**src/rtl/ctm_pkg.sv**
```systemverilog
// Package: register map, field layout and reset values for the channel mapping block
package ctm_pkg;

    localparam int unsigned CHAN_W      = 4;
    localparam int unsigned TRIG_W      = 3;
    localparam int unsigned ADDR_W      = 6;
    localparam int unsigned DATA_W      = 32;

    // Byte offsets of the registers
    localparam logic [5:0] OFS_CONTROL  = 6'h00;
    localparam logic [5:0] OFS_PULSE    = 6'h04;
    localparam logic [5:0] OFS_INEN0    = 6'h08;
    localparam logic [5:0] OFS_INEN1    = 6'h0c;
    localparam logic [5:0] OFS_INEN2    = 6'h10;
    localparam logic [5:0] OFS_STATUS   = 6'h14;

    // Field positions
    localparam int unsigned GLB_EN_BIT  = 0;

    // Reset values
    localparam logic [3:0] INEN_RESET   = 4'h0;
    localparam logic       GLB_RESET    = 1'b0;

    // AXI response codes
    localparam logic [1:0] RESP_OKAY    = 2'h0;
    localparam logic [1:0] RESP_SLVERR  = 2'h2;

endpackage : ctm_pkg
```
**src/rtl/ctm_channel_mapping.sv**
```systemverilog
// Cross-trigger channel mapping: AXI4-Lite registers, pulse generation, input mapping
`timescale 1ns/1ns
`default_nettype none

module ctm_channel_mapping
    import ctm_pkg::*;
#(
    parameter int unsigned NUM_CHAN = CHAN_W
) (
    // Clock and reset
    input  wire logic                      sys_clk,
    input  wire logic                      rst_b,
    // AXI4-Lite write address
    input  wire logic [ctm_pkg::ADDR_W-1:0] s_axi_awaddr,
    input  wire logic [2:0]                s_axi_awprot,
    input  wire logic                      s_axi_awvalid,
    output logic                           s_axi_awready,
    // AXI4-Lite write data
    input  wire logic [ctm_pkg::DATA_W-1:0] s_axi_wdata,
    input  wire logic [3:0]                s_axi_wstrb,
    input  wire logic                      s_axi_wvalid,
    output logic                           s_axi_wready,
    // AXI4-Lite write response
    output logic [1:0]                     s_axi_bresp,
    output logic                           s_axi_bvalid,
    input  wire logic                      s_axi_bready,
    // AXI4-Lite read address
    input  wire logic [ctm_pkg::ADDR_W-1:0] s_axi_araddr,
    input  wire logic [2:0]                s_axi_arprot,
    input  wire logic                      s_axi_arvalid,
    output logic                           s_axi_arready,
    // AXI4-Lite read data
    output logic [ctm_pkg::DATA_W-1:0]     s_axi_rdata,
    output logic [1:0]                     s_axi_rresp,
    output logic                           s_axi_rvalid,
    input  wire logic                      s_axi_rready,
    // Trigger inputs from the core, asynchronous
    input  wire logic [ctm_pkg::TRIG_W-1:0] triggerIn,
    // Channel events to the cross trigger matrix
    output logic [NUM_CHAN-1:0]            channelEvent
);

    import ctm_pkg::*;

    // ------------------------------------------------------------
    // Register state
    // ------------------------------------------------------------
    logic                globalMappingEnable;
    logic [NUM_CHAN-1:0] inputChannelEnable [TRIG_W];
    logic [NUM_CHAN-1:0] pulseChannelBits;
    logic [TRIG_W-1:0]   trigMeta;
    logic [TRIG_W-1:0]   trigSync;

    // ------------------------------------------------------------
    // Write channel
    // ------------------------------------------------------------
    logic                awHeld;
    logic                wHeld;
    logic [ADDR_W-1:0]   awAddr;
    logic [DATA_W-1:0]   wData;
    logic [3:0]          wStrb;
    logic                doWrite;
    logic [ADDR_W-1:0]   wrAddr;
    logic [DATA_W-1:0]   wrData;
    logic [3:0]          wrStrb;
    logic                wrHit;

    // Address and data may arrive in either order
    assign s_axi_awready = !awHeld && !s_axi_bvalid;
    assign s_axi_wready  = !wHeld && !s_axi_bvalid;

    assign wrAddr  = awHeld ? awAddr : s_axi_awaddr;
    assign wrData  = wHeld ? wData : s_axi_wdata;
    assign wrStrb  = wHeld ? wStrb : s_axi_wstrb;
    assign doWrite = (awHeld || (s_axi_awvalid && s_axi_awready))
                  && (wHeld || (s_axi_wvalid && s_axi_wready));

    always_comb begin
        unique case (wrAddr)
            OFS_CONTROL,
            OFS_PULSE,
            OFS_INEN0,
            OFS_INEN1,
            OFS_INEN2,
            OFS_STATUS: wrHit = 1'b1;
            default:    wrHit = 1'b0;
        endcase
    end

    always_ff @(posedge sys_clk) begin
        if (!rst_b) begin
            awHeld <= 1'b0;
            awAddr <= '0;
        end else if (doWrite) begin
            awHeld <= 1'b0;
        end else if (s_axi_awvalid && s_axi_awready) begin
            awHeld <= 1'b1;
            awAddr <= s_axi_awaddr;
        end
    end

    always_ff @(posedge sys_clk) begin
        if (!rst_b) begin
            wHeld <= 1'b0;
            wData <= '0;
            wStrb <= '0;
        end else if (doWrite) begin
            wHeld <= 1'b0;
        end else if (s_axi_wvalid && s_axi_wready) begin
            wHeld <= 1'b1;
            wData <= s_axi_wdata;
            wStrb <= s_axi_wstrb;
        end
    end

    always_ff @(posedge sys_clk) begin
        if (!rst_b) begin
            s_axi_bvalid <= 1'b0;
            s_axi_bresp  <= RESP_OKAY;
        end else if (doWrite) begin
            s_axi_bvalid <= 1'b1;
            s_axi_bresp  <= wrHit ? RESP_OKAY : RESP_SLVERR;
        end else if (s_axi_bready) begin
            s_axi_bvalid <= 1'b0;
        end
    end

    // ------------------------------------------------------------
    // Register updates
    // ------------------------------------------------------------
    // Only byte lane 0 carries live bits; upper lanes are ignored
    always_ff @(posedge sys_clk) begin
        if (!rst_b) begin
            globalMappingEnable <= GLB_RESET;
        end else if (doWrite && wrStrb[0] && wrAddr == OFS_CONTROL) begin
            globalMappingEnable <= wrData[GLB_EN_BIT];
        end
    end

    // Single-cycle strobe; no software clear needed
    always_ff @(posedge sys_clk) begin
        if (!rst_b) begin
            pulseChannelBits <= '0;
        end else if (doWrite && wrStrb[0] && wrAddr == OFS_PULSE) begin
            pulseChannelBits <= wrData[NUM_CHAN-1:0];
        end else begin
            pulseChannelBits <= '0;
        end
    end

    genvar t;
    generate
        for (t = 0; t < TRIG_W; t++) begin : g_inen
            // Enable registers sit at a fixed stride taken from the map
            localparam logic [ADDR_W-1:0] OFS = ADDR_W'(OFS_INEN0 + (OFS_INEN1 - OFS_INEN0) * t);
            always_ff @(posedge sys_clk) begin
                if (!rst_b) begin
                    inputChannelEnable[t] <= INEN_RESET;
                end else if (doWrite && wrStrb[0] && wrAddr == OFS) begin
                    inputChannelEnable[t] <= wrData[NUM_CHAN-1:0];
                end
            end
        end
    endgenerate

    // ------------------------------------------------------------
    // Read channel
    // ------------------------------------------------------------
    logic [DATA_W-1:0] next_rdata;
    logic              rdHit;

    assign s_axi_arready = !s_axi_rvalid;

    always_comb begin
        next_rdata = '0;
        rdHit      = 1'b1;
        unique case (s_axi_araddr)
            OFS_CONTROL: next_rdata[GLB_EN_BIT] = globalMappingEnable;
            OFS_PULSE:   next_rdata = '0;  // Write-only, reads zero
            OFS_INEN0:   next_rdata[NUM_CHAN-1:0] = inputChannelEnable[0];
            OFS_INEN1:   next_rdata[NUM_CHAN-1:0] = inputChannelEnable[1];
            OFS_INEN2:   next_rdata[NUM_CHAN-1:0] = inputChannelEnable[2];
            OFS_STATUS:  next_rdata[NUM_CHAN-1:0] = channelEvent;
            default:     rdHit = 1'b0;
        endcase
    end

    always_ff @(posedge sys_clk) begin
        if (!rst_b) begin
            s_axi_rvalid <= 1'b0;
            s_axi_rdata  <= '0;
            s_axi_rresp  <= RESP_OKAY;
        end else if (s_axi_arvalid && s_axi_arready) begin
            s_axi_rvalid <= 1'b1;
            s_axi_rdata  <= next_rdata;
            s_axi_rresp  <= rdHit ? RESP_OKAY : RESP_SLVERR;
        end else if (s_axi_rready) begin
            s_axi_rvalid <= 1'b0;
        end
    end

    // ------------------------------------------------------------
    // Trigger synchroniser
    // ------------------------------------------------------------
    always_ff @(posedge sys_clk) begin
        if (!rst_b) begin
            trigMeta <= '0;
            trigSync <= '0;
        end else begin
            trigMeta <= triggerIn;
            trigSync <= trigMeta;
        end
    end

    // ------------------------------------------------------------
    // Channel event mapping
    // ------------------------------------------------------------
    // Stretching for a slow matrix is left to the handshake outside
    ctm_event_map #(
        .NUM_CHAN            (NUM_CHAN)
    ) u_map (
        .sys_clk             (sys_clk),
        .rst_b               (rst_b),
        .globalMappingEnable (globalMappingEnable),
        .inputChannelEnable  (inputChannelEnable),
        .pulseChannelBits    (pulseChannelBits),
        .triggerIn           (trigSync),
        .channelEvent        (channelEvent)
    );

endmodule : ctm_channel_mapping
`default_nettype wire

```
**src/rtl/ctm_event_map.sv**
```systemverilog
// Combines trigger inputs and software pulses into channel events
`timescale 1ns/1ns
`default_nettype none

module ctm_event_map
    import ctm_pkg::*;
#(
    parameter int unsigned NUM_CHAN = CHAN_W
) (
    // Clock and reset
    input  wire logic                sys_clk,
    input  wire logic                rst_b,
    // Controls
    input  wire logic                globalMappingEnable,
    input  wire logic [NUM_CHAN-1:0] inputChannelEnable [TRIG_W],
    input  wire logic [NUM_CHAN-1:0] pulseChannelBits,
    // Trigger inputs, already synchronised
    input  wire logic [TRIG_W-1:0]   triggerIn,
    // Channel events
    output logic      [NUM_CHAN-1:0] channelEvent
);

    logic [NUM_CHAN-1:0] next_channelEvent;

    // Per-channel OR of enabled inputs plus software pulses
    genvar c;
    generate
        for (c = 0; c < NUM_CHAN; c++) begin : g_chan
            logic mapped;
            assign mapped = (triggerIn[0] & inputChannelEnable[0][c])
                          | (triggerIn[1] & inputChannelEnable[1][c])
                          | (triggerIn[2] & inputChannelEnable[2][c]);
            // Pulses bypass enables; gate only the mapped path
            assign next_channelEvent[c] = (globalMappingEnable & mapped)
                                        | pulseChannelBits[c];
        end
    endgenerate

    // Registered so the event is a clean flop output
    always_ff @(posedge sys_clk) begin
        if (!rst_b) begin
            channelEvent <= '0;
        end else begin
            channelEvent <= next_channelEvent;
        end
    end

endmodule : ctm_event_map
`default_nettype wire

```
**config.mk**
```make
export PLATFORM = sky130hd
export DESIGN_NAME = ctm_channel_mapping
export DESIGN_NICKNAME = d
export VERILOG_FILES = /design/src/rtl/ctm_pkg.sv /design/src/rtl/ctm_channel_mapping.sv /design/src/rtl/ctm_event_map.sv
export SDC_FILE = /design/constraint.sdc
export NUM_CORES = 1
export LEC_CHECK = 0
export BUFFER_PORTS_ARGS = -buffer_cell sky130_fd_sc_hd__buf_2
export CORE_UTILIZATION = 50
export DETAILED_ROUTE_END_ITERATION = 10
export GPL_TIMING_DRIVEN = 0
export PLACE_DENSITY = 0.85
export REMOVE_ABC_BUFFERS = 1
export SKIP_CTS_REPAIR_TIMING = 1
export SLEW_MARGIN = 0
export SYNTH_ARGS = -nofsm -noshare
export SYNTH_HDL_FRONTEND = slang
export SYNTH_SLANG_ARGS = --single-unit
```
**constraint.sdc**
```tcl
create_clock -name sys_clk -period 4.5 [get_ports sys_clk]
set_input_delay 0 -clock sys_clk [delete_from_list [all_inputs] [get_ports sys_clk]]
set_output_delay 0 -clock sys_clk [all_outputs]
set_load 0.01 [all_outputs]
```
==> flow_summary.json, run 1 <==
{
  "status": "finished, violations left",
  "failed_checks": "design-rule violations, negative hold slack",
  "ys_seq_area_share_pct": 40.3,
  "clock_insertion_delay_worst_skew_ns": 0.31,
  "detail_route.vias_per_cell": 5.05,
  "max-cap-violations": 0,
  "met3_usage_pct": 3.42,
  "drc": 8,
  "ir_worst_vdd_v": 0.000213,
  "via_count": 1759,
  "slew_headroom_pct": 51.1,
  "port_buffers": 41,
  "required_ns": 4.73,
  "async_sr_flop_fraction_pct": 0,
  "final_net_count": 359,
  "routed_wire_length_per_instance_um": 12.0,
  "fmax_mhz": 433,
  "min_path_type": "in2reg",
  "final-seq-area_um2": 961,
  "drive_gt1_share_pct": 19.6,
  "critPathKind": "reg2reg",
  "cts_num_sinks": 48,
  "dp_cells": 328,
  "clk_pin_slew_worst_paths_ns": 0.09,
  "number_of_antenna_violations_at_the_first_check_in_global_routing": 0,
  "detail-route-antenna-nets": 0,
  "timing.critical_path.slowest_stage_cell": "sky130_fd_sc_hd__dfxtp_1",
  "synth_ff_type": "sky130_fd_sc_hd__dfxtp_1",
  "rsz0062_at_grt": "false",
  "fin_cells": 348,
  "maxSlewViolCount": 0,
  "diodes": 0,
  "yosys_warn_count": 0,
  "pin_count_of_the_biggest_net_entering_global_routing": 51,
  "timing.critical_path.fanout_max": 18,
  "routed_wire_length_mm": 4.18,
  "layout_commonest_cell": "sky130_fd_sc_hd__dfxtp_1",
  "cp_data_arrival_time_ns": 2.54,
  "powerDensity_nw_per_um2": 308,
  "first_global_vias": 1547,
  "static-leakage-power_uw": 0.00115,
  "grt_use_total_pct": 17.0,
  "timing.clock.skew_ns": 0.0127,
  "library_cell_used_as_clock_root_buffer": "sky130_fd_sc_hd__clkbuf_8",
  "gp_congestion": 0.791,
  "syn_area_per_cell_um2": 9.73,
  "nature_of_the_critical_path_endpoint": "flip-flop",
  "worst_slack_on_hold_paths_ns": -0.0394,
  "cts_buffers": 5,
  "dp.final_hpwl_mm": 3.00,
  "layout.cells.most_common_list": "48 x sky130_fd_sc_hd__dfxtp_1, 41 x sky130_fd_sc_hd__buf_2, 39 x sky130_fd_sc_hd__mux2i_1, 30 x sky130_fd_sc_hd__conb_1, 18 x sky130_fd_sc_hd__nor2b_1",
  "globalRouteMet1Util_pct": 20.4,
  "detailedRoute.firstPassIterationCount": 7,
  "multiInputGateArea_um2": 1240,
  "tritoncts_clock_tree": "yes",
  "setup_violations": 0,
  "dr.first_iter.drc_count": 81,
  "placement_rows": 24,
  "design.portCount": 109,
  "die_y_um": 71.1,
  "top_usage_layer": "met2",
  "met2_usage_pct": 29.2,
  "crit_path_max_incr_delay_ns": 0.69,
  "path_cells": "or3b_1, a221o_2, nor4b_4, mux2i_1",
  "setup-tns-final_ns": 0,
  "yosys_register_bits": 48,
  "global_route_wire_length_before_repair_mm": 6.75,
  "synth_cell_type_count": 39,
  "h-tree-depth": 2,
  "critPathLaunchType": "flip-flop",
  "layout_stage_area_growth_over_the_synthesis_result_pct": 13.6,
  "max_buffers_root_to_sink": 2,
  "timing.final.crit_period_ns": 2.31,
  "critical_path.top_delay_family": "simple AND/OR/NAND/NOR gates",
  "core_area_um2": 4470,
  "dieArea_um2": 5050,
  "fin_crit_sh_pct": 51.4,
  "worst-path-buf-inv": 0,
  "synth-edff-count": 0,
  "max_slew.worst_pin.slew_ns": 0.733,
  "initial_utilization_pct": 53.3,
  "die_w_um": 71.1,
  "synthesis.area_um2": 2380,
  "globalRouteOverflowTotal": 0,
  "synth_cells": 245,
  "final_hold_viol_count": 7,
  "num-fill-cells": 404
}
==> cells in the mapped netlist (all sizes together), types with 3 or more instances <==
library cell / n / area (um2)
dfxtp: 48 / 961
mux2i: 39 / 390
buf: 32 / 241
nor2b: 18 / 113
nand2: 16 / 60.1
nor2: 9 / 33.8
nand2b: 8 / 50.1
clkbuf: 7 / 26.3
a21oi: 6 / 30.0
and2: 6 / 37.5
inv: 6 / 22.5
o21a: 6 / 45.0
o22ai: 5 / 31.3
a222oi: 4 / 40.0
nor3b: 4 / 30.0
nor4: 4 / 55.1
a22oi: 3 / 22.5
nor3: 3 / 15.0
==> stage by stage <==
step                      setup WS (ns)  utilization [%]  power (uW)  cell area, um2
after floorplan                    2.40                -         536            2230
final                              2.19             60.5         835            2710
after detailed placement           2.22             55.8         577            2500
after global placement             2.25             55.8         573            2500
after global routing               2.04             60.5         873            2710
after CTS                          2.18             57.9         835            2590
==> worst paths after layout <==
path / start / end / slack (ns) / cells past startpoint
hold / removal: s_axi_wdata[3] / pulseChannelBits[3] / -0.04 / 3
setup reg to reg: awHeld / inputChannelEnable[9] / 2.19 / 4
setup / recovery: awHeld / inputChannelEnable[9] / 2.19 / 4
hold reg to reg: trigMeta[1] / trigSync[1] / 0.44 / 1
==> power breakdown <==
| group | internal [uW] | total [uW] | switching, uW | leakage, uW |
|---|---|---|---|---|
| registers | 438 | 453 | 15.3 | 0.000390 |
| logic | 55.0 | 123 | 68.3 | 0.000724 |
| clock network | 110 | 258 | 148 | 0.0000404 |
==> logic make-up (layout without fill, tap and decap cells) <==
family | Yosys count | in the layout | synth area share [%]
and+or+nand+nor | 79 | 79 | 20.6
DFF | 48 | 48 | 40.3
buffers and inverters | 45 | 67 | 12.2
muxes | 39 | 39 | 16.4
AOI/OAI and AO/OA | 33 | 33 | 10.4
other | 1 | 30 | 0.157
==> per-layer routing <==
layer | routed length [um] | part of all wire, %
met3 | 159 | 3.8
met2 | 2040 | 49
met1 | 1910 | 46
met5 | 0 | 0
met4 | 76 | 1.8
==> worst reg2reg max path, cell delays in order, from the launching register on <==
cell and delay, ns:
sky130_fd_sc_hd__dfxtp_1 0.69, sky130_fd_sc_hd__or3b_1 0.40, sky130_fd_sc_hd__a221o_2 0.45, sky130_fd_sc_hd__nor4b_4 0.47, sky130_fd_sc_hd__mux2i_1 0.23
==> cell type report <==
| cell class | count | area share (%) |
|---|---|---|
| repair buffers | 53 | 12.0 |
| well taps | 52 | 2.40 |
| inverters | 6 | 0.831 |
| flip-flops and latches | 48 | 35.5 |
| clock buffers | 5 | 2.54 |
| clock inverters | 3 | 0.878 |
| multi-input cells | 181 | 45.9 |
==> state kept, by name (all words and copies together) (netlist names) <==
name / flops
awAddr: 6
awHeld: 1
globalMappingEnable: 1
inputChannelEnable: 12
pulseChannelBits: 4
s_axi_bresp: 1
s_axi_bvalid: 1
s_axi_rdata: 4
s_axi_rresp: 1
s_axi_rvalid: 1
trigMeta: 3
trigSync: 3
u_map.channelEvent: 4
wData: 4
wHeld: 1
wStrb: 1
Note: power is estimated with default switching activity, not from simulation.
==> run 2: changes to the inputs <==
--- a/config.mk
+++ b/config.mk
@@ -5,11 +5,12 @@
 export SDC_FILE = /design/constraint.sdc
 export NUM_CORES = 1
 export LEC_CHECK = 0
+export ABC_AREA = 1
 export BUFFER_PORTS_ARGS = -buffer_cell sky130_fd_sc_hd__buf_2
-export CORE_UTILIZATION = 50
+export CORE_UTILIZATION = 47
 export DETAILED_ROUTE_END_ITERATION = 10
 export GPL_TIMING_DRIVEN = 0
-export PLACE_DENSITY = 0.85
+export PLACE_DENSITY = 0.79
 export REMOVE_ABC_BUFFERS = 1
 export SKIP_CTS_REPAIR_TIMING = 1
 export SLEW_MARGIN = 0
==> constraint.sdc (replaced) <==
create_clock -name sys_clk -period 2.18 [get_ports sys_clk]
set_input_delay 0 -clock sys_clk [delete_from_list [all_inputs] [get_ports sys_clk]]
set_output_delay 0 -clock sys_clk [all_outputs]
set_load 0.01 [all_outputs]
==> run 2 against run 1 <==
Compared with the run above:
- the run ends with negative hold slack left
- design area increased by 3.2%
- critical path type unchanged
- worst setup slack worse by 1.6 ns
- maximum frequency rose by 45%
- die area increased by 12%
- critical endpoint is now inputChannelEnable[0]
==> flow_summary.json, run 2 <==
{
  "status": "finished, violations left",
  "failed_checks": "negative hold slack",
  "h-tree-depth": 2,
  "placement_rows": 26,
  "routed_wire_length_mm": 4.82,
  "layout_commonest_cell": "sky130_fd_sc_hd__nor2_1",
  "yosys_warn_count": 0,
  "worstRegToRegCells": 9,
  "globalRouteOverflowTotal": 0,
  "fmax_mhz": 626,
  "required_ns": 2.37,
  "timing.hold.worst_path_depth": 3,
  "yosys.area_share.simple_pct": 32.8,
  "synth_cell_type_count": 26,
  "timing.clock.skew_ns": 0.00511,
  "diodes": 0,
  "ir_worst_vdd_v": 0.000400,
  "synth_largest_type_area_fraction_pct": 38.3,
  "reg2reg_setup_slack_ns": 0.58,
  "dr.first_iter.drc_count": 139,
  "synthesis.area_um2": 2510,
  "async_sr_flop_fraction_pct": 0,
  "yosys.area.top_type": "sky130_fd_sc_hd__dfxtp_1",
  "layout_top_registers": "inputChannelEnable x12, awAddr x6",
  "ys_seq_area_share_pct": 38.3,
  "detail-route-antenna-nets": 0,
  "yosys_register_bits": 48,
  "dominant_combinational_cell_family_by_area_after_synthesis": "simple AND/OR/NAND/NOR gates",
  "final_net_count": 480,
  "drive_gt1_share_pct": 16.5,
  "synth-adder-area-share_pct": 0,
  "synth_top_cells_by_count": "70 x sky130_fd_sc_hd__nor2_1, 67 x sky130_fd_sc_hd__nand2_1, 48 x sky130_fd_sc_hd__dfxtp_1, 48 x sky130_fd_sc_hd__inv_1, 35 x sky130_fd_sc_hd__nand3_1",
  "worstHoldEndpoint": "awAddr[1]",
  "cts_num_sinks": 48,
  "timing.critical_path.fanout_max": 8,
  "nature_of_the_critical_path_endpoint": "flip-flop",
  "routed_wire_length_per_instance_um": 9.89,
  "critPathKind": "reg2reg",
  "registers.top_by_ff_count": "inputChannelEnable",
  "critPathLaunchType": "flip-flop",
  "largest_register_ff_count": 12,
  "dieArea_um2": 5640,
  "max-cap-violations": 0,
  "setup_violations": 0,
  "detailedRoute.firstPassIterationCount": 4,
  "synth_cells": 372,
  "synth_ff_type": "sky130_fd_sc_hd__dfxtp_1",
  "static-leakage-power_uw": 0.00132,
  "port_buffers": 41,
  "timing.hold.worst.start": "s_axi_awaddr[1]",
  "min_path_type": "in2reg",
  "tritoncts_clock_tree": "yes",
  "clk_pin_slew_worst_paths_ns": 0.08,
  "layout.cells.most_common_list": "70 x sky130_fd_sc_hd__nor2_1, 67 x sky130_fd_sc_hd__nand2_1, 48 x sky130_fd_sc_hd__inv_1, 48 x sky130_fd_sc_hd__dfxtp_1, 41 x sky130_fd_sc_hd__buf_2",
  "maxSlewViolCount": 0,
  "slew_headroom_pct": 56.6,
  "die_y_um": 75.1,
  "worst_slack_on_hold_paths_ns": -0.000287,
  "max_slew.worst_pin.slew_ns": 0.651,
  "design.portCount": 109,
  "layout_stage_area_growth_over_the_synthesis_result_pct": 11.4,
  "cts_buffers": 5,
  "syn_area_per_cell_um2": 6.75,
  "die_w_um": 75.1,
  "global_route_wire_length_before_repair_mm": 7.83,
  "finish.utilization_pct": 54.4,
  "core_area_um2": 5140,
  "via_count": 2277,
  "library_cell_used_as_clock_root_buffer": "sky130_fd_sc_hd__clkbuf_8",
  "final_hold_viol_count": 1,
  "cp_data_arrival_time_ns": 1.79,
  "clock_insertion_delay_worst_skew_ns": 0.30,
  "fin_crit_sh_pct": 73.3,
  "powerDensity_nw_per_um2": 661,
  "num-fill-cells": 504,
  "dp.final_hpwl_mm": 3.65,
  "worstReg2RegStart": "awHeld",
  "grt_use_total_pct": 18.0,
  "detail_route.vias_per_cell": 4.68,
  "synth-edff-count": 0,
  "setup-tns-final_ns": 0,
  "number_of_antenna_violations_at_the_first_check_in_global_routing": 0,
  "timing.rr.end": "inputChannelEnable[0]",
  "rsz0062_at_grt": "false",
  "synth.mux.area_fraction_pct": 0,
  "synth_top_cells_by_area": "sky130_fd_sc_hd__dfxtp_1 38%, sky130_fd_sc_hd__nor2_1 10%, sky130_fd_sc_hd__nand2_1 10%",
  "pin_count_of_the_biggest_net_entering_global_routing": 40,
  "timing.final.crit_period_ns": 1.60,
  "max_buffers_root_to_sink": 2,
  "gp_congestion": 0.824,
  "compound_cell_area_share_of_the_yosys_netlist_pct": 10.5,
  "initial_utilization_pct": 48.8,
  "yosys.cell_count.top_type": "sky130_fd_sc_hd__nor2_1",
  "first_global_vias": 1889,
  "synth_xor_area_share_pct": 0,
  "drc": 0
}
## run 2: changes by cell type after synthesis, sizes merged, moves of 16 or more
| cell | before | now |
|---|---|---|
| nor2b | 18 | 0 |
| mux2i | 39 | 0 |
| a21oi | 6 | 22 |
| nand3 | 1 | 35 |
| o21ai | 2 | 23 |
| nor2 | 9 | 76 |
| nand2 | 16 | 74 |
| inv | 6 | 50 |
## run 2: worst max-delay path by stage
| stage | start | endpoint | slack (ns) |
|---|---|---|---|
| global placement | awHeld | inputChannelEnable[5] | 0.63 |
| detailed placement | awHeld | inputChannelEnable[11] | 0.64 |
| global route | awHeld | inputChannelEnable[0] | 0.44 |
| finish | awHeld | inputChannelEnable[0] | 0.58 |
| CTS | awHeld | inputChannelEnable[0] | 0.60 |
| floorplan | awHeld | inputChannelEnable[0] | 0.80 |
## run 2: cells by family (layout without fill, tap and decap cells)
group / count (synthesis) / count (layout)
compound gates: 48 / 48
buf+inv: 87 / 103
flops: 48 / 48
other cells: 1 / 30
simple gates: 188 / 188
## run 2: worst max-delay path, cell delays in order (launching register included)
cell and delay, ns:
sky130_fd_sc_hd__dfxtp_1 0.58, sky130_fd_sc_hd__nand2_1 0.11, sky130_fd_sc_hd__nand2_2 0.12, sky130_fd_sc_hd__inv_1 0.07, sky130_fd_sc_hd__nor2_1 0.13, sky130_fd_sc_hd__inv_1 0.07
sky130_fd_sc_hd__nor2_2 0.16, sky130_fd_sc_hd__nand3_1 0.10, sky130_fd_sc_hd__nand2_1 0.10, sky130_fd_sc_hd__nor2_1 0.05
## run 2: report_power, final
group / switching [uW] / internal, uW / leakage, uW
registers: 25.5 / 915 / 0.000391
clock network: 286 / 341 / 0.0000552
logic: 192 / 89.6 / 0.000874
total: 504 / 1340 / 0.00132
## run 2: per-layer routing
| layer | track usage [%] | part of all wire (%) | vias to the layer above |
|---|---|---|---|
| met5 | 0 | 0 | - |
| met4 | 7.34 | 1.2 | 0 |
| met3 | 3.21 | 4.8 | 5 |
| met2 | 31.7 | 50 | 67 |
| met1 | 21.5 | 44 | 1022 |
| li1 | - | - | 1183 |
## run 2: area by class of cell
type,count,area [um2],share of cell area (%)
multi-input cells,266,1200,42.9
clock inverters,2,35.0,1.25
repair buffers,45,245,8.77
flip-flops and latches,48,961,34.4
inverters,50,195,6.98
clock buffers,6,72.6,2.60
well taps,70,87.6,3.13
## run 2: per-stage QoR
step	total power [uW]	worst slack, ns	instance area, um2	instances
after CTS	1860	0.598	2760	483
after floorplan	1150	0.800	2350	364
after global placement	1230	0.630	2650	475
after global routing	1950	0.436	2800	487
after detailed placement	1240	0.640	2650	475
final	1850	0.582	2800	487
==> run 3: changes to the inputs <==
--- a/config.mk
+++ b/config.mk
@@ -5,12 +5,12 @@
 export SDC_FILE = /design/constraint.sdc
 export NUM_CORES = 1
 export LEC_CHECK = 0
-export ABC_AREA = 1
+export ABC_AREA = 0
 export BUFFER_PORTS_ARGS = -buffer_cell sky130_fd_sc_hd__buf_2
-export CORE_UTILIZATION = 47
+export CORE_UTILIZATION = 42
 export DETAILED_ROUTE_END_ITERATION = 10
 export GPL_TIMING_DRIVEN = 0
-export PLACE_DENSITY = 0.79
+export PLACE_DENSITY = 0.76
 export REMOVE_ABC_BUFFERS = 1
 export SKIP_CTS_REPAIR_TIMING = 1
 export SLEW_MARGIN = 0
==> constraint.sdc (replaced) <==
create_clock -name sys_clk -period 1.4 [get_ports sys_clk]
set_input_delay 0 -clock sys_clk [delete_from_list [all_inputs] [get_ports sys_clk]]
set_output_delay 0 -clock sys_clk [all_outputs]
set_load 0.01 [all_outputs]
==> run 3 against run 2 <==
Compared with the run above:
- the run ends with negative hold slack, negative setup slack left
- die area up 6.2%
- sequential power up 54%
- largest cell class unchanged
- maximum frequency down 17%
- clock power up 29%
- design area up 0.45%
- global-route usage down 2.6 points
- clock-buffer cell count down 1
- worst setup slack worse by 1.1 ns
==> flow_summary.json, run 3 (same netlist as run 1, synthesis figures left out) <==
{
  "status": "finished, violations left",
  "failed_checks": "negative hold slack, negative setup slack",
  "total_switching_power_uw": 742,
  "finish.utilization_pct": 51.3,
  "clk_pin_slew_worst_paths_ns": 0.08,
  "rsz0062_at_grt": "true",
  "cts_num_sinks": 48,
  "finalWorstSetupSlack_ns": -0.527,
  "timing.final.crit_period_ns": 1.93,
  "sequentialPowerShare_pct": 53.9,
  "timing.critical_path.fanout_max": 7,
  "static-leakage-power_uw": 0.00120,
  "first_global_vias": 1590,
  "cts_buffers": 5,
  "fin_crit_sh_pct": 138,
  "die_y_um": 77.4,
  "path_cells": "or3b_1, a221o_2, or4_4, nor2_2",
  "intPower_uw": 1950,
  "ir_worst_vdd_v": 0.000406,
  "nature_of_the_critical_path_endpoint": "flip-flop",
  "setup_violations": 18,
  "fmax_mhz": 519,
  "largest_register_ff_count": 12,
  "clock_insertion_delay_worst_skew_ns": 0.30,
  "h-tree-depth": 2,
  "routed_wire_length_per_instance_um": 11.8,
  "detail-route-antenna-nets": 0,
  "placement_rows": 27,
  "detail_route.vias_per_cell": 4.73,
  "layout_top_registers": "inputChannelEnable x12, awAddr x6",
  "layout.cells.most_common_list": "46 x sky130_fd_sc_hd__dfxtp_1, 41 x sky130_fd_sc_hd__buf_2, 39 x sky130_fd_sc_hd__mux2i_1, 30 x sky130_fd_sc_hd__conb_1, 18 x sky130_fd_sc_hd__nor2b_1",
  "drive_gt1_share_pct": 24.5,
  "max_slew.worst_pin.slew_ns": 0.761,
  "tritoncts_clock_tree": "yes",
  "timing.critical_path.slowest_stage_cell": "sky130_fd_sc_hd__or4_4",
  "global_route_wire_length_before_repair_mm": 7.20,
  "pwr-share-comb_pct": 16.1,
  "detailedRoute.firstPassIterationCount": 4,
  "grt_use_total_pct": 15.3,
  "number_of_antenna_violations_at_the_first_check_in_global_routing": 0,
  "slew_headroom_pct": 49.3,
  "fin_cells": 374,
  "dr.first_iter.drc_count": 90,
  "globalRouteOverflowTotal": 0,
  "preCtsSetupSlack_ns": -0.910,
  "registers.top_by_ff_count": "inputChannelEnable",
  "drc": 0,
  "port_buffers": 41,
  "critPathKind": "reg2reg",
  "num-fill-cells": 501,
  "initial_utilization_pct": 43.6,
  "maxSlewViolCount": 0,
  "final_net_count": 365,
  "critPathLaunchType": "flip-flop",
  "max_buffers_root_to_sink": 2,
  "switching_share_pct": 27.6,
  "library_cell_used_as_clock_root_buffer": "sky130_fd_sc_hd__clkbuf_8",
  "layout_stage_area_growth_over_the_synthesis_result_pct": 17.7,
  "routed_wire_length_mm": 4.43,
  "min_path_type": "in2reg",
  "crit_path_max_incr_delay_ns": 0.59,
  "powerDensity_nw_per_um2": 958,
  "die_w_um": 77.4,
  "pwr-share-clk_pct": 30.1,
  "max-cap-violations": 0,
  "timing.clock.skew_ns": 0.00483,
  "via_count": 1770,
  "worst_slack_on_hold_paths_ns": -0.0328,
  "dp_cells": 348,
  "core_area_um2": 5470,
  "diodes": 0,
  "gp_congestion": 0.784,
  "dp.final_hpwl_mm": 3.05,
  "design.portCount": 109,
  "layout_commonest_cell": "sky130_fd_sc_hd__dfxtp_1",
  "final_hold_viol_count": 10,
  "dieArea_um2": 5980,
  "required_ns": 1.65,
  "cp_data_arrival_time_ns": 2.17,
  "pin_count_of_the_biggest_net_entering_global_routing": 51
}
run 3: changes by cell type in the layout (fill, tap and decap cells not counted), moves of 6 or more:
| cell | change |
|---|---|
| sky130_fd_sc_hd__a21oi_1 | -14 |
| sky130_fd_sc_hd__and2_1 | +6 |
| sky130_fd_sc_hd__buf_4 | +8 |
| sky130_fd_sc_hd__dlygate4sd3_1 | +6 |
| sky130_fd_sc_hd__inv_1 | -42 |
| sky130_fd_sc_hd__mux2i_1 | +39 |
| sky130_fd_sc_hd__nand2_1 | -51 |
| sky130_fd_sc_hd__nand2b_1 | +8 |
| sky130_fd_sc_hd__nand3_1 | -34 |
| sky130_fd_sc_hd__nor2_1 | -65 |
| sky130_fd_sc_hd__nor2b_1 | +18 |
| sky130_fd_sc_hd__o21ai_0 | -19 |
run 3: metrics by stage:
| stage | hold WS [ns] | area [um2] | total power, uW | setup TNS, ns |
|---|---|---|---|---|
| floorplan | 0.118 | 2230 | 1720 | -11.81 |
| global placement | 0.209 | 2520 | 1850 | -16.44 |
| detailed placement | 0.209 | 2520 | 1850 | -17.30 |
| CTS | -0.110 | 2610 | 2660 | -18.26 |
| global route | -0.00269 | 2810 | 2840 | -9.57 |
| finish | -0.0328 | 2810 | 2690 | -8.24 |
run 3: power by group through the flow:
stage / Clock, uW / Sequential, uW / Combinational [uW]
global placement: 0 / 1490 / 360
floorplan: 0 / 1480 / 242
finish: 808 / 1450 / 432
CTS: 831 / 1460 / 368
detailed placement: 0 / 1490 / 366
global route: 910 / 1460 / 475
run 3: routing by layer:
layer  GRT usage (%)  vias up  routed length (um)
met5               0        -                   0
met4            8.11        0                  77
met3            3.65        4                 196
met2            25.6       57                2160
met1            18.1      805                2000
li1                -      904                   -
run 3: area by class of cell:
type | instances | area [um2] | area share [%]
Tap cell | 72 | 90.1 | 3.21
Clock buffer | 5 | 68.8 | 2.45
Inverter | 6 | 22.5 | 0.802
Multi-Input combinational cell | 181 | 1270 | 45.4
Sequential cell | 48 | 968 | 34.5
Timing Repair Buffer | 59 | 365 | 13.0
Clock inverter | 3 | 18.8 | 0.668
run 3: worst max-delay path: cells and delay by family, from the launching register on:
kind | cells | cell delay (ns)
flops | 1 | 0.39
simple gates | 3 | 1.03
compound gates | 1 | 0.46
run 3: final timing paths:
check | from | end | slack [ns] | cells after the start
max | awHeld | pulseChannelBits[2] | -0.53 | 4
min | s_axi_wdata[1] | wData[1] | -0.03 | 3
max reg2reg | awHeld | pulseChannelBits[2] | -0.53 | 4
min reg2reg | trigMeta[0] | trigSync[0] | 0.44 | 1
